**config.mk**
```make
export PLATFORM = sky130hd
export DESIGN_NAME = ifd_decoder
export DESIGN_NICKNAME = d
export VERILOG_FILES = /design/src/design/ifd_pkg.sv /design/src/design/ifd_decoder.sv /design/src/design/ifd_phase.sv
export SDC_FILE = /design/constraint.sdc
export NUM_CORES = 1
export LEC_CHECK = 0
export ABC_AREA = 0
export BUFFER_PORTS_ARGS = -buffer_cell sky130_fd_sc_hd__buf_4
export CAP_MARGIN = 20
export CORE_MARGIN = 8
export CORE_UTILIZATION = 42
export DETAILED_ROUTE_END_ITERATION = 10
export PLACE_DENSITY_LB_ADDON = 0.3
export SLEW_MARGIN = 20
export SYNTH_ARGS = -nofsm -noshare
export SYNTH_HDL_FRONTEND = slang
export SYNTH_SLANG_ARGS = --single-unit
```
**constraint.sdc**
```tcl
create_clock -name clk -period 1.2 [get_ports clk]
set_input_delay 0.24 -clock clk [delete_from_list [all_inputs] [get_ports clk]]
set_output_delay 0.24 -clock clk [all_outputs]
set_load 0.02 [all_outputs]
```
**src/design/ifd_pkg.sv**
```systemverilog
// Constants shared by the instruction format decoder and its phase counter.
// Assumes a single clock domain with a synchronous active-low reset.
`default_nettype none
package ifd_pkg;
    // Word and field widths.
    localparam int WORD_W   = 12;
    localparam int FILE_W   = 5;
    localparam int BIT_W    = 3;
    localparam int LIT_W    = 8;
    localparam int JMP_W    = 9;
    localparam int OPB_W    = 6;
    localparam int OPN_W    = 4;
    localparam int OPJ_W    = 3;
    // Field positions.
    localparam int DEST_POS = 5;
    localparam int BIT_LSB  = 5;
    localparam int OPB_LSB  = 6;
    localparam int OPN_LSB  = 8;
    localparam int OPJ_LSB  = 9;
    // Oscillator periods per instruction cycle.
    localparam int PHASES   = 4;
    localparam logic [1:0] PHASE_LAST = 2'h3;
    // Opcode top nibbles of the instruction groups; the jump opcode is its top three bits.
    localparam logic [3:0] GRP_MISC  = 4'h0;
    localparam logic [3:0] GRP_BITLO  = 4'h4;
    localparam logic [3:0] GRP_BITHI  = 4'h7;
    localparam logic [3:0] GRP_RETURN = 4'h8;
    localparam logic [3:0] GRP_CALL  = 4'h9;
    localparam logic [2:0] OPJ_JUMP  = 3'h5;
    localparam logic [3:0] GRP_LITLO = 4'hC;
    // Byte opcodes that are conditional skips, and the lowest bit-group nibble that skips.
    localparam logic [5:0] OPB_DECSKIP = 6'h0B;
    localparam logic [5:0] OPB_INCSKIP = 6'h0F;
    localparam logic [3:0] OPN_BITSKIP = 4'h6;
    // Decoded instruction formats.
    typedef enum logic [1:0] {
        IFD_FMT_BYTE,
        IFD_FMT_BIT,
        IFD_FMT_LIT,
        IFD_FMT_JUMP
    } ifd_fmt_t;
endpackage
`default_nettype wire

```
**src/design/ifd_decoder.sv**
```systemverilog
// Instruction format decoder: splits each fetched word into opcode and operand fields.
// Assumes program memory presents a word with a valid strobe on clk.
// What this block does
// - Take each instruction as one 12-bit word of opcode and operands.
// - Destination bit zero sends the result to the accumulator.
// - Destination bit one writes the result back to the addressed register.
// - Register address spans 0x00 to 0x1F, one of 32 bank registers.
// - Byte format: opcode 11..6, destination bit 5, register 4..0.
// - Bit format: opcode 11..8, bit number 7..5, register 4..0.
// - Bit number selects one bit of the addressed 8-bit register.
// - Literal format: opcode 11..8 and an 8-bit constant 7..0.
// - Jump format: opcode 11..9 and a 9-bit target 8..0.
// - One instruction cycle, two when a skip is taken or PC changes.
// - Each instruction cycle is four oscillator periods.
// - Don't-care encoding bits never change the decode.
`default_nettype none
module ifd_decoder (
    input  wire logic                    clk,           // Core oscillator.
    input  wire logic                    rstn,          // Synchronous reset, active low.
    input  wire logic                    instr_valid,   // Fetched word is present.
    input  wire logic [11:0]             instr_word,    // Fetched instruction word.
    input  wire logic                    skip_true,     // Datapath reports a true test.
    output var  ifd_pkg::ifd_fmt_t       fmt_reg,       // Decoded format.
    output var  logic [5:0]              opcode_reg,    // Opcode, left aligned to 6 bits.
    output var  logic                    dest_acc_reg,  // Result goes to accumulator.
    output var  logic                    dest_file_reg, // Result goes to register file.
    output var  logic [4:0]              file_addr_reg, // Register address.
    output var  logic [2:0]              bit_num_reg,   // Bit number.
    output var  logic [7:0]              bit_mask_reg,  // One-hot bit select.
    output var  logic [7:0]              literal_reg,   // 8-bit constant.
    output var  logic [8:0]              jump_target_reg, // Jump target.
    output var  logic                    two_cycle_reg, // Instruction takes two cycles.
    output var  logic                    is_cond_reg,   // Instruction is a conditional skip.
    output var  logic [1:0]              phase_out_reg, // Period within the cycle.
    output var  logic                    cycle_end_reg  // Final period of the cycle.
);
    import ifd_pkg::*;

    logic [1:0]  phase_w;
    logic        last_w;
    logic        busy_reg;
    ifd_fmt_t    fmt_next;
    logic        cond_next;
    logic        pcchg_next;

    // Period counter for the instruction cycle.
    ifd_phase u_phase (
        .clk       (clk),
        .rstn      (rstn),
        .phase_reg (phase_w),
        .last_reg  (last_w)
    );

    // Format chosen from the top bits; low bits outside a field are ignored.
    always_comb begin
        fmt_next   = IFD_FMT_LIT;
        cond_next  = 1'b0;
        pcchg_next = 1'b0;
        if (instr_word[11:OPJ_LSB] == OPJ_JUMP) begin
            fmt_next   = IFD_FMT_JUMP;
            pcchg_next = 1'b1;
        end else if (instr_word[11:OPN_LSB] >= GRP_BITLO && instr_word[11:OPN_LSB] <= GRP_BITHI) begin
            fmt_next  = IFD_FMT_BIT;
            cond_next = (instr_word[11:OPN_LSB] >= OPN_BITSKIP);
        end else if (instr_word[11:OPN_LSB] < GRP_BITLO && instr_word[11:OPB_LSB] != 6'h00) begin
            fmt_next  = IFD_FMT_BYTE;
            cond_next = (instr_word[11:OPB_LSB] == OPB_DECSKIP) || (instr_word[11:OPB_LSB] == OPB_INCSKIP);
        end else if (instr_word[11:OPN_LSB] == GRP_MISC) begin
            fmt_next = IFD_FMT_LIT;
        end else begin
            fmt_next   = IFD_FMT_LIT;
            pcchg_next = (instr_word[11:OPN_LSB] == GRP_RETURN) || (instr_word[11:OPN_LSB] == GRP_CALL);
        end
    end

    // Field outputs load at a cycle boundary unless a second cycle is owed; a refused word leaves no trace.
    always_ff @(posedge clk) begin
        if (!rstn) begin
            fmt_reg         <= IFD_FMT_LIT;
            opcode_reg      <= 6'h00;
            dest_acc_reg    <= 1'b0;
            dest_file_reg   <= 1'b0;
            file_addr_reg   <= 5'h00;
            bit_num_reg     <= 3'h0;
            bit_mask_reg    <= 8'h00;
            literal_reg     <= 8'h00;
            jump_target_reg <= 9'h000;
            is_cond_reg     <= 1'b0;
        end else if (last_w && instr_valid && !busy_reg) begin
            fmt_reg         <= fmt_next;
            is_cond_reg     <= cond_next;
            file_addr_reg   <= instr_word[FILE_W-1:0];
            bit_num_reg     <= instr_word[BIT_LSB+BIT_W-1:BIT_LSB];
            bit_mask_reg    <= 8'h01 << instr_word[BIT_LSB+BIT_W-1:BIT_LSB];
            literal_reg     <= instr_word[LIT_W-1:0];
            jump_target_reg <= instr_word[JMP_W-1:0];
            dest_acc_reg    <= (fmt_next == IFD_FMT_BYTE) && !instr_word[DEST_POS];
            dest_file_reg   <= (fmt_next == IFD_FMT_BYTE) && instr_word[DEST_POS];
            case (fmt_next)
                IFD_FMT_BYTE: opcode_reg <= instr_word[11:OPB_LSB];
                IFD_FMT_BIT:  opcode_reg <= {instr_word[11:OPN_LSB], 2'b00};
                IFD_FMT_JUMP: opcode_reg <= {instr_word[11:OPJ_LSB], 3'b000};
                default:      opcode_reg <= {instr_word[11:OPN_LSB], 2'b00};
            endcase
        end
    end

    // Second cycle owed after a taken skip or a program counter change.
    always_ff @(posedge clk) begin
        if (!rstn) begin
            busy_reg      <= 1'b0;
            two_cycle_reg <= 1'b0;
        end else if (last_w) begin
            if (busy_reg) begin
                busy_reg      <= 1'b0;
                two_cycle_reg <= 1'b0;
            end else if (instr_valid) begin
                busy_reg      <= pcchg_next || (cond_next && skip_true);
                two_cycle_reg <= pcchg_next || (cond_next && skip_true);
            end
        end
    end

    // Phase outputs re-registered so every output comes from a flip-flop.
    always_ff @(posedge clk) begin
        if (!rstn) begin
            phase_out_reg <= 2'h0;
            cycle_end_reg <= 1'b0;
        end else begin
            phase_out_reg <= phase_w;
            cycle_end_reg <= last_w;
        end
    end
endmodule
`default_nettype wire

```
**src/design/ifd_phase.sv**
```systemverilog
// Phase counter that splits each instruction cycle into oscillator periods.
// Assumes clk is the core oscillator and rstn a synchronous active-low reset.
`default_nettype none
module ifd_phase (
    input  wire logic       clk,        // Core oscillator.
    input  wire logic       rstn,       // Synchronous reset, active low.
    output var  logic [1:0] phase_reg,  // Current period within the cycle.
    output var  logic       last_reg    // High in the final period.
);
    import ifd_pkg::*;

    // Count four periods and wrap; the last flag marks the cycle boundary.
    always_ff @(posedge clk) begin
        if (!rstn) begin
            phase_reg <= 2'h0;
            last_reg  <= 1'b0;
        end else begin
            phase_reg <= phase_reg + 2'h1;
            last_reg  <= (phase_reg == PHASE_LAST - 2'h1);
        end
    end
endmodule
`default_nettype wire

```
==> results of run 1 <==
layout make-up:
type / count / area [sq um] / share of cell area (%)
Sequential cell: 36 / 723.2 / 34.45
Multi-Input combinational cell: 106 / 635.6 / 30.27
Inverter: 3 / 11.26 / 0.5364
Timing Repair Buffer: 75 / 579.3 / 27.59
Clock buffer: 8 / 90.09 / 4.291
Tap cell: 48 / 60.06 / 2.861
path summary, 6_finish.rpt:
path                                    from                         endpoint  slack, ns  cells past startpoint
min                            instr_word[3]    file_addr_reg[3]$_SDFFE_PN0P_       0.19                      3
max reg2reg            busy_reg$_SDFFE_PN0P_     bit_mask_reg[4]$_SDFFE_PN0P_       0.02                      3
max                    busy_reg$_SDFFE_PN0P_     bit_mask_reg[4]$_SDFFE_PN0P_       0.02                      3
min reg2reg  u_phase.phase_reg[0]$_SDFF_PN0_  u_phase.phase_reg[0]$_SDFF_PN0_       0.43                      1
cell usage after synthesis (2+ instances only):
library cell	number	area share, %
nand2_1	39	9.5
dfxtp_1	36	47
a21boi_1	26	13
buf_4	16	7.8
clkbuf_1	9	2.2
nand3_1	6	1.9
and2_1	4	1.6
nand4b_1	4	2.3
buf_2	3	0.97
inv_1	3	0.73
nand3b_1	3	1.5
nor2_1	3	0.73
nor2b_1	3	1.2
o21ai_1	3	0.97
a31oi_1	2	0.81
nand4_1	2	0.81
or4b_1	2	1.3
cells in the final DEF, fill, tap and decap left out, types with 2 or more instances in the layout:
cell      count
dfxtp_2       2
a31oi_1       2
nor2b_1       3
clkbuf_8      6
or4b_1        2
nand2_1      39
nand3b_1      3
and2_1        4
nand4b_1      4
nand4_1       2
clkbuf_1      2
nand3_1       6
inv_1         3
a21boi_1     26
o21ai_1       3
buf_4        73
dfxtp_1      34
nor2_1        3
power by group through the flow:
stage	registers [W]	clock network [W]	logic, W
final	0.00124	0.000874	0.000264
after global routing	0.00124	0.000957	0.000287
after CTS	0.00124	0.000892	0.000266
after detailed placement	0.00127	0	0.000266
after global placement	0.00126	0	0.000263
after floorplan	0.00129	0	0.000124
critical path, stage by stage, from the launching register on:
cell	delay [ns]
dfxtp_2	0.33
nand3b_4	0.16
or4b_1	0.51
a21boi_1	0.13
cells by family after synthesis:
family	share of synthesized area [%]
and+or+nand+nor	24.19
DFF	46.60
adders and majority gates	0.8089
AOI/OAI and AO/OA	16.02
buffers and inverters	12.38
timing repair:
action,4_1_cts,5_1_grt
hold endpoints to repair,0,0
pin swaps,1,0
endpoints found under the setup margin,1,3
gates resized for setup,1,2
buffers inserted,0,0
per-stage QoR:
stage               instances  power, W  util (%)
floorplan                 174  0.001410         -
global placement          268  0.001528     55.55
detailed placement        268  0.001531     55.55
CTS                       276  0.002397     58.08
global route              276  0.002486     58.22
finish                    276  0.002376     58.22
routing by layer:
layer / GRT usage, % / up-vias / share of wire, %
li1: - / 669 / -
met1: 14.11 / 605 / 42
met2: 22.09 / 36 / 49
met3: 5.012 / 6 / 7.0
met4: 6.346 / 0 / 1.7
met5: 0 / - / 0
==> results.toml, run 1 <==
[min_path]
hold_class = "in2reg"

[pwr]
vdd_ir_drop_max_uv = 797.2
p_leak_nw = 0.9162
power_density_nw_per_um2 = 1132
seq_power_share_pct = 52.1
p_int_w = 0.001820
switchingPower_w = 0.0005565
pwr-share-comb_pct = 11.1
swShare_pct = 23.42
clockPowerShare_pct = 36.8

[status]
status = "complete, no violations"

[place]
dpl.hpwl_mm = 2.861
dpl_worst_slack_ns = -0.05235
placed_area_sq_um = 2003
finalWeightedCongestion = 0.7459
port_buffers = 63

[finish]
post-route-cell-area_sq_um = 2100
drive_gt1_share_pct = 37.28
area_growth_pct = 35.76
antenna_cells = 0
largest_reg_flops = 8
fillers = 359
fin_nets = 244

[yosys]
synth_fp_nets = 191
yosys_warnings = 0
ys_seq_elements = 36
ys.flop_type = "dfxtp_1"
ys_types = 27
syn_area_sq_um = 1546
synth_seq_area_share_pct = 46.60
avgSynthCellArea_sq_um = 8.888
synth_edf_count = 0
synthArstFlopShare_pct = 0
synthCells = 174

[clock_tree]
htreeDepth = 2
numCtsBuffers = 5
cts_sinks = 36
cts_tree = "built"
clock_path_buffers = 2
clk_pin_slew_ns = 0.07
root_buffer = "clkbuf_8"
ctsHoldBuffers = 0
clk_latency_ns = 0.28

[sta]
slew_viol_final = 0
finalCritPeriodShare_pct = 98.73
worst_slack_ns = 0.01519
setup_tns_ns = 0
fmax_mhz = 844.0
hold_violations = 0
slew_headroom_pct = 82.63
period_minus_slack_ns = 1.185
setup_viol = 0
rsz0062_at_grt = "true"
finalHoldWorstSlack_ns = 0.1949
clock_skew_ns = 0.005183
worst_pin_slew_ns = 0.2595

[floorplan]
die_area_sq_um = 5880
die_w_um = 76.68
io_pins = 64
fp-row-count = 22
core-area_sq_um = 3606
die_h_um = 76.68
start_util_pct = 42.89

[drt]
via_per_inst = 4.768
wl_per_cell_um = 13.68
drt_iter0_drc = 61
vias = 1316
drt_wl_total_mm = 3.777
final_antenna_net_count = 0
drc = 0
drt_pass1_iterations = 4

[setup_path]
criticalPathCategory = "reg2reg"
worst-path-max-fanout = 4
endpoint_kind = "flip-flop"
arrival_ns = 1.40
critPathLaunchType = "flip-flop"
required_ns = 1.42

[global_routing]
grt_pass1_vias = 1321
grt_usage_pct = 13.14
grt_pass1_wl_mm = 6.396
grt-ovfl-total = 0
antenna_found_initial = 0
grt_max_degree = 18

[job]
cap_violations = 0
(Power assumes the default switching activity.)
==> run 2, diff against run 1 <==
--- a/config.mk
+++ b/config.mk
@@ -9,7 +9,8 @@
 export BUFFER_PORTS_ARGS = -buffer_cell sky130_fd_sc_hd__buf_4
 export CAP_MARGIN = 20
 export CORE_MARGIN = 8
-export CORE_UTILIZATION = 42
+export CORE_UTILIZATION = 44
+export CTS_BUF_LIST = sky130_fd_sc_hd__clkbuf_8
 export DETAILED_ROUTE_END_ITERATION = 10
 export PLACE_DENSITY_LB_ADDON = 0.3
 export SLEW_MARGIN = 20
==> constraint.sdc (replaced) <==
create_clock -name clk -period 1 [get_ports clk]
set_input_delay 0.2 -clock clk [delete_from_list [all_inputs] [get_ports clk]]
set_output_delay 0.2 -clock clk [all_outputs]
set_load 0.02 [all_outputs]
==> run 2 against run 1 <==
  * The run now ends with negative setup slack left
  * Wire length up 10%
  * Clock skew about the same
  * Sequential power up 19%
  * Total power up 16%
  * Sequential share of layout area down 1.7 points
  * Critical path depth up 1
  * Register-to-register slack worse by 0.18 ns
  * Final cell count up 2.9%
  * Critical path type unchanged
  * Largest cell class unchanged
==> results.toml, run 2 (same netlist as run 1, synthesis figures left out) <==
[setup_path]
critPathLaunch = "u_phase.last_reg$_SDFF_PN0_"
path_buf_inv = 1
critPathLaunchType = "flip-flop"
critPathSlowestCell = "dfxtp_2"
critPathTopFamily = "flip-flops"
cp_cell_sequence = "and3b_2, buf_6, nand2_4, o31a_1"
r2r-end = "fmt_reg[1]$_SDFFE_PN1P_"
r2r_setup_slack_ns = -0.17
reg2reg_depth = 4
worst-path-max-fanout = 5
max_stage_delay_ns = 0.36
required_ns = 1.16
crit_cells = 4
r2r_start = "u_phase.last_reg$_SDFF_PN0_"
arrival_ns = 1.33
criticalPathCategory = "reg2reg"
endpoint_kind = "flip-flop"
critPathCapture = "fmt_reg[1]$_SDFFE_PN1P_"

[finish]
final_common_cell = "buf_4"
layout_common_cells = "buf_4 (60), nand2_1 (38), buf_6 (26), a21boi_1 (25), dfxtp_1 (16)"
area_growth_pct = 49.60
drive_gt1_share_pct = 50.42
post-route-cell-area_sq_um = 2313
antenna_cells = 0
largest_reg_flops = 8
fin_nets = 255

[sta]
worst_pin_slew_ns = 0.2983
setup_viol = 30
clock_skew_ns = 0.005177
worst_slack_ns = -0.1672
slew_viol_final = 0
rsz0062_at_grt = "true"
hold_violations = 0
period_minus_slack_ns = 1.167
finalCritPeriodShare_pct = 116.7
slew_headroom_pct = 80.11
fmax_mhz = 856.8

[floorplan]
die_area_sq_um = 5668
io_pins = 64
start_util_pct = 45.98
die_h_um = 75.29
fp-row-count = 21
die_w_um = 75.29
core-area_sq_um = 3363

[pwr]
pwr-share-comb_pct = 13.0
swShare_pct = 23.92
p_int_w = 0.002103
vdd_ir_drop_max_uv = 1025
clockPowerShare_pct = 33.5
power_density_nw_per_um2 = 1195
p_leak_nw = 1.012
seq_power_share_pct = 53.5
p_total_w = 0.002765
switchingPower_w = 0.0006612

[place]
dpl.hpwl_mm = 3.031
port_buffers = 63
finalWeightedCongestion = 0.7925
placed_area_sq_um = 2042

[global_routing]
grt_max_degree = 15
grt_usage_pct = 14.92
grt_pass1_wl_mm = 6.492
antenna_found_initial = 0
grt-ovfl-total = 0
grt_pass1_vias = 1445

[drt]
final_antenna_net_count = 0
vias = 1399
drc = 0
drt_wl_total_mm = 4.158
drt_pass1_iterations = 4
wl_per_cell_um = 14.64
via_per_inst = 4.926
drt_iter0_drc = 100

[clock_tree]
clock_path_buffers = 2
clk_latency_ns = 0.28
htreeDepth = 2
numCtsBuffers = 5
cts_sinks = 36
root_buffer = "clkbuf_8"
clk_pin_slew_ns = 0.07
cts_tree = "built"

[status]
violations = "negative setup slack"
status = "finished, violations left"

[job]
cap_violations = 0

[min_path]
hold_class = "in2reg"
-- run 2: area by class of cell --
type                    instances  area (sq um)
repair buffers                 86         743.2
clock buffers                   5         68.82
multi-input cells             106         665.6
well taps                      46         57.56
fillers                       282          1050
clock inverters                 2         8.758
inverters                       3         11.26
flip-flops and latches         36         758.2
-- run 2: power by group through the flow --
stage	combinational, W	sequential, W	clock [W]
6_report	0.000358	0.00148	0.000927
3_3_place_gp	0.000322	0.00152	0
2_1_floorplan	0.000156	0.00154	0
4_1_cts	0.000341	0.00149	0.000954
3_5_place_dp	0.000328	0.00152	0
5_1_grt	0.000385	0.00148	0.00104
-- run 2: timing repair --
action,in CTS,in global routing
setup endpoints to repair,51,63
buffers inserted,1,3
hold buffers,0,0
gates cloned,1,0
pin swaps,8,2
gates resized for setup,19,38
endpoints found under the hold margin,0,0
-- run 2: through the flow --
stage          TNS [ns]  worst slack (ns)  util, %  hold WS (ns)  cells
5_1_grt          -4.418           -0.2028    68.79        0.1522    284
3_3_place_gp     -2.031           -0.1666    60.71        0.4230    272
4_1_cts          -2.149           -0.1355    64.88        0.1549    281
6_report         -2.266           -0.1672    68.79        0.1557    284
2_1_floorplan   -0.9137           -0.2104        -        0.3349    174
3_5_place_dp     -2.359           -0.2017    60.71        0.4286    272
-- run 2: worst min path at each step --
stage	endpoint	slack (ns)	depth (start not counted)	from
2_1_floorplan	file_addr_reg[0]$_SDFFE_PN0P_	0.33	2	instr_word[0]
3_3_place_gp	u_phase.phase_reg[0]$_SDFF_PN0_	0.42	1	u_phase.phase_reg[0]$_SDFF_PN0_
3_5_place_dp	u_phase.phase_reg[0]$_SDFF_PN0_	0.43	1	u_phase.phase_reg[0]$_SDFF_PN0_
4_1_cts	file_addr_reg[3]$_SDFFE_PN0P_	0.15	3	instr_word[3]
5_1_grt	file_addr_reg[0]$_SDFFE_PN0P_	0.15	3	instr_word[0]
6_report	file_addr_reg[3]$_SDFFE_PN0P_	0.16	3	instr_word[3]
-- run 2: per-layer routing --
layer  vias up  global-route usage [%]  wire, um
li1        690                       -         -
met1       661                   14.73      1584
met2        44                   26.94      2211
met3         4                   6.258       306
met4         0                   5.757        55
met5         -                       0         0
-- run 2: worst register-to-register path: cells and delay by family (launching register included) --
kind	cells	cell delay, ns
flops	1	0.36
simple gates	2	0.33
compound gates	1	0.25
buf+inv	1	0.12
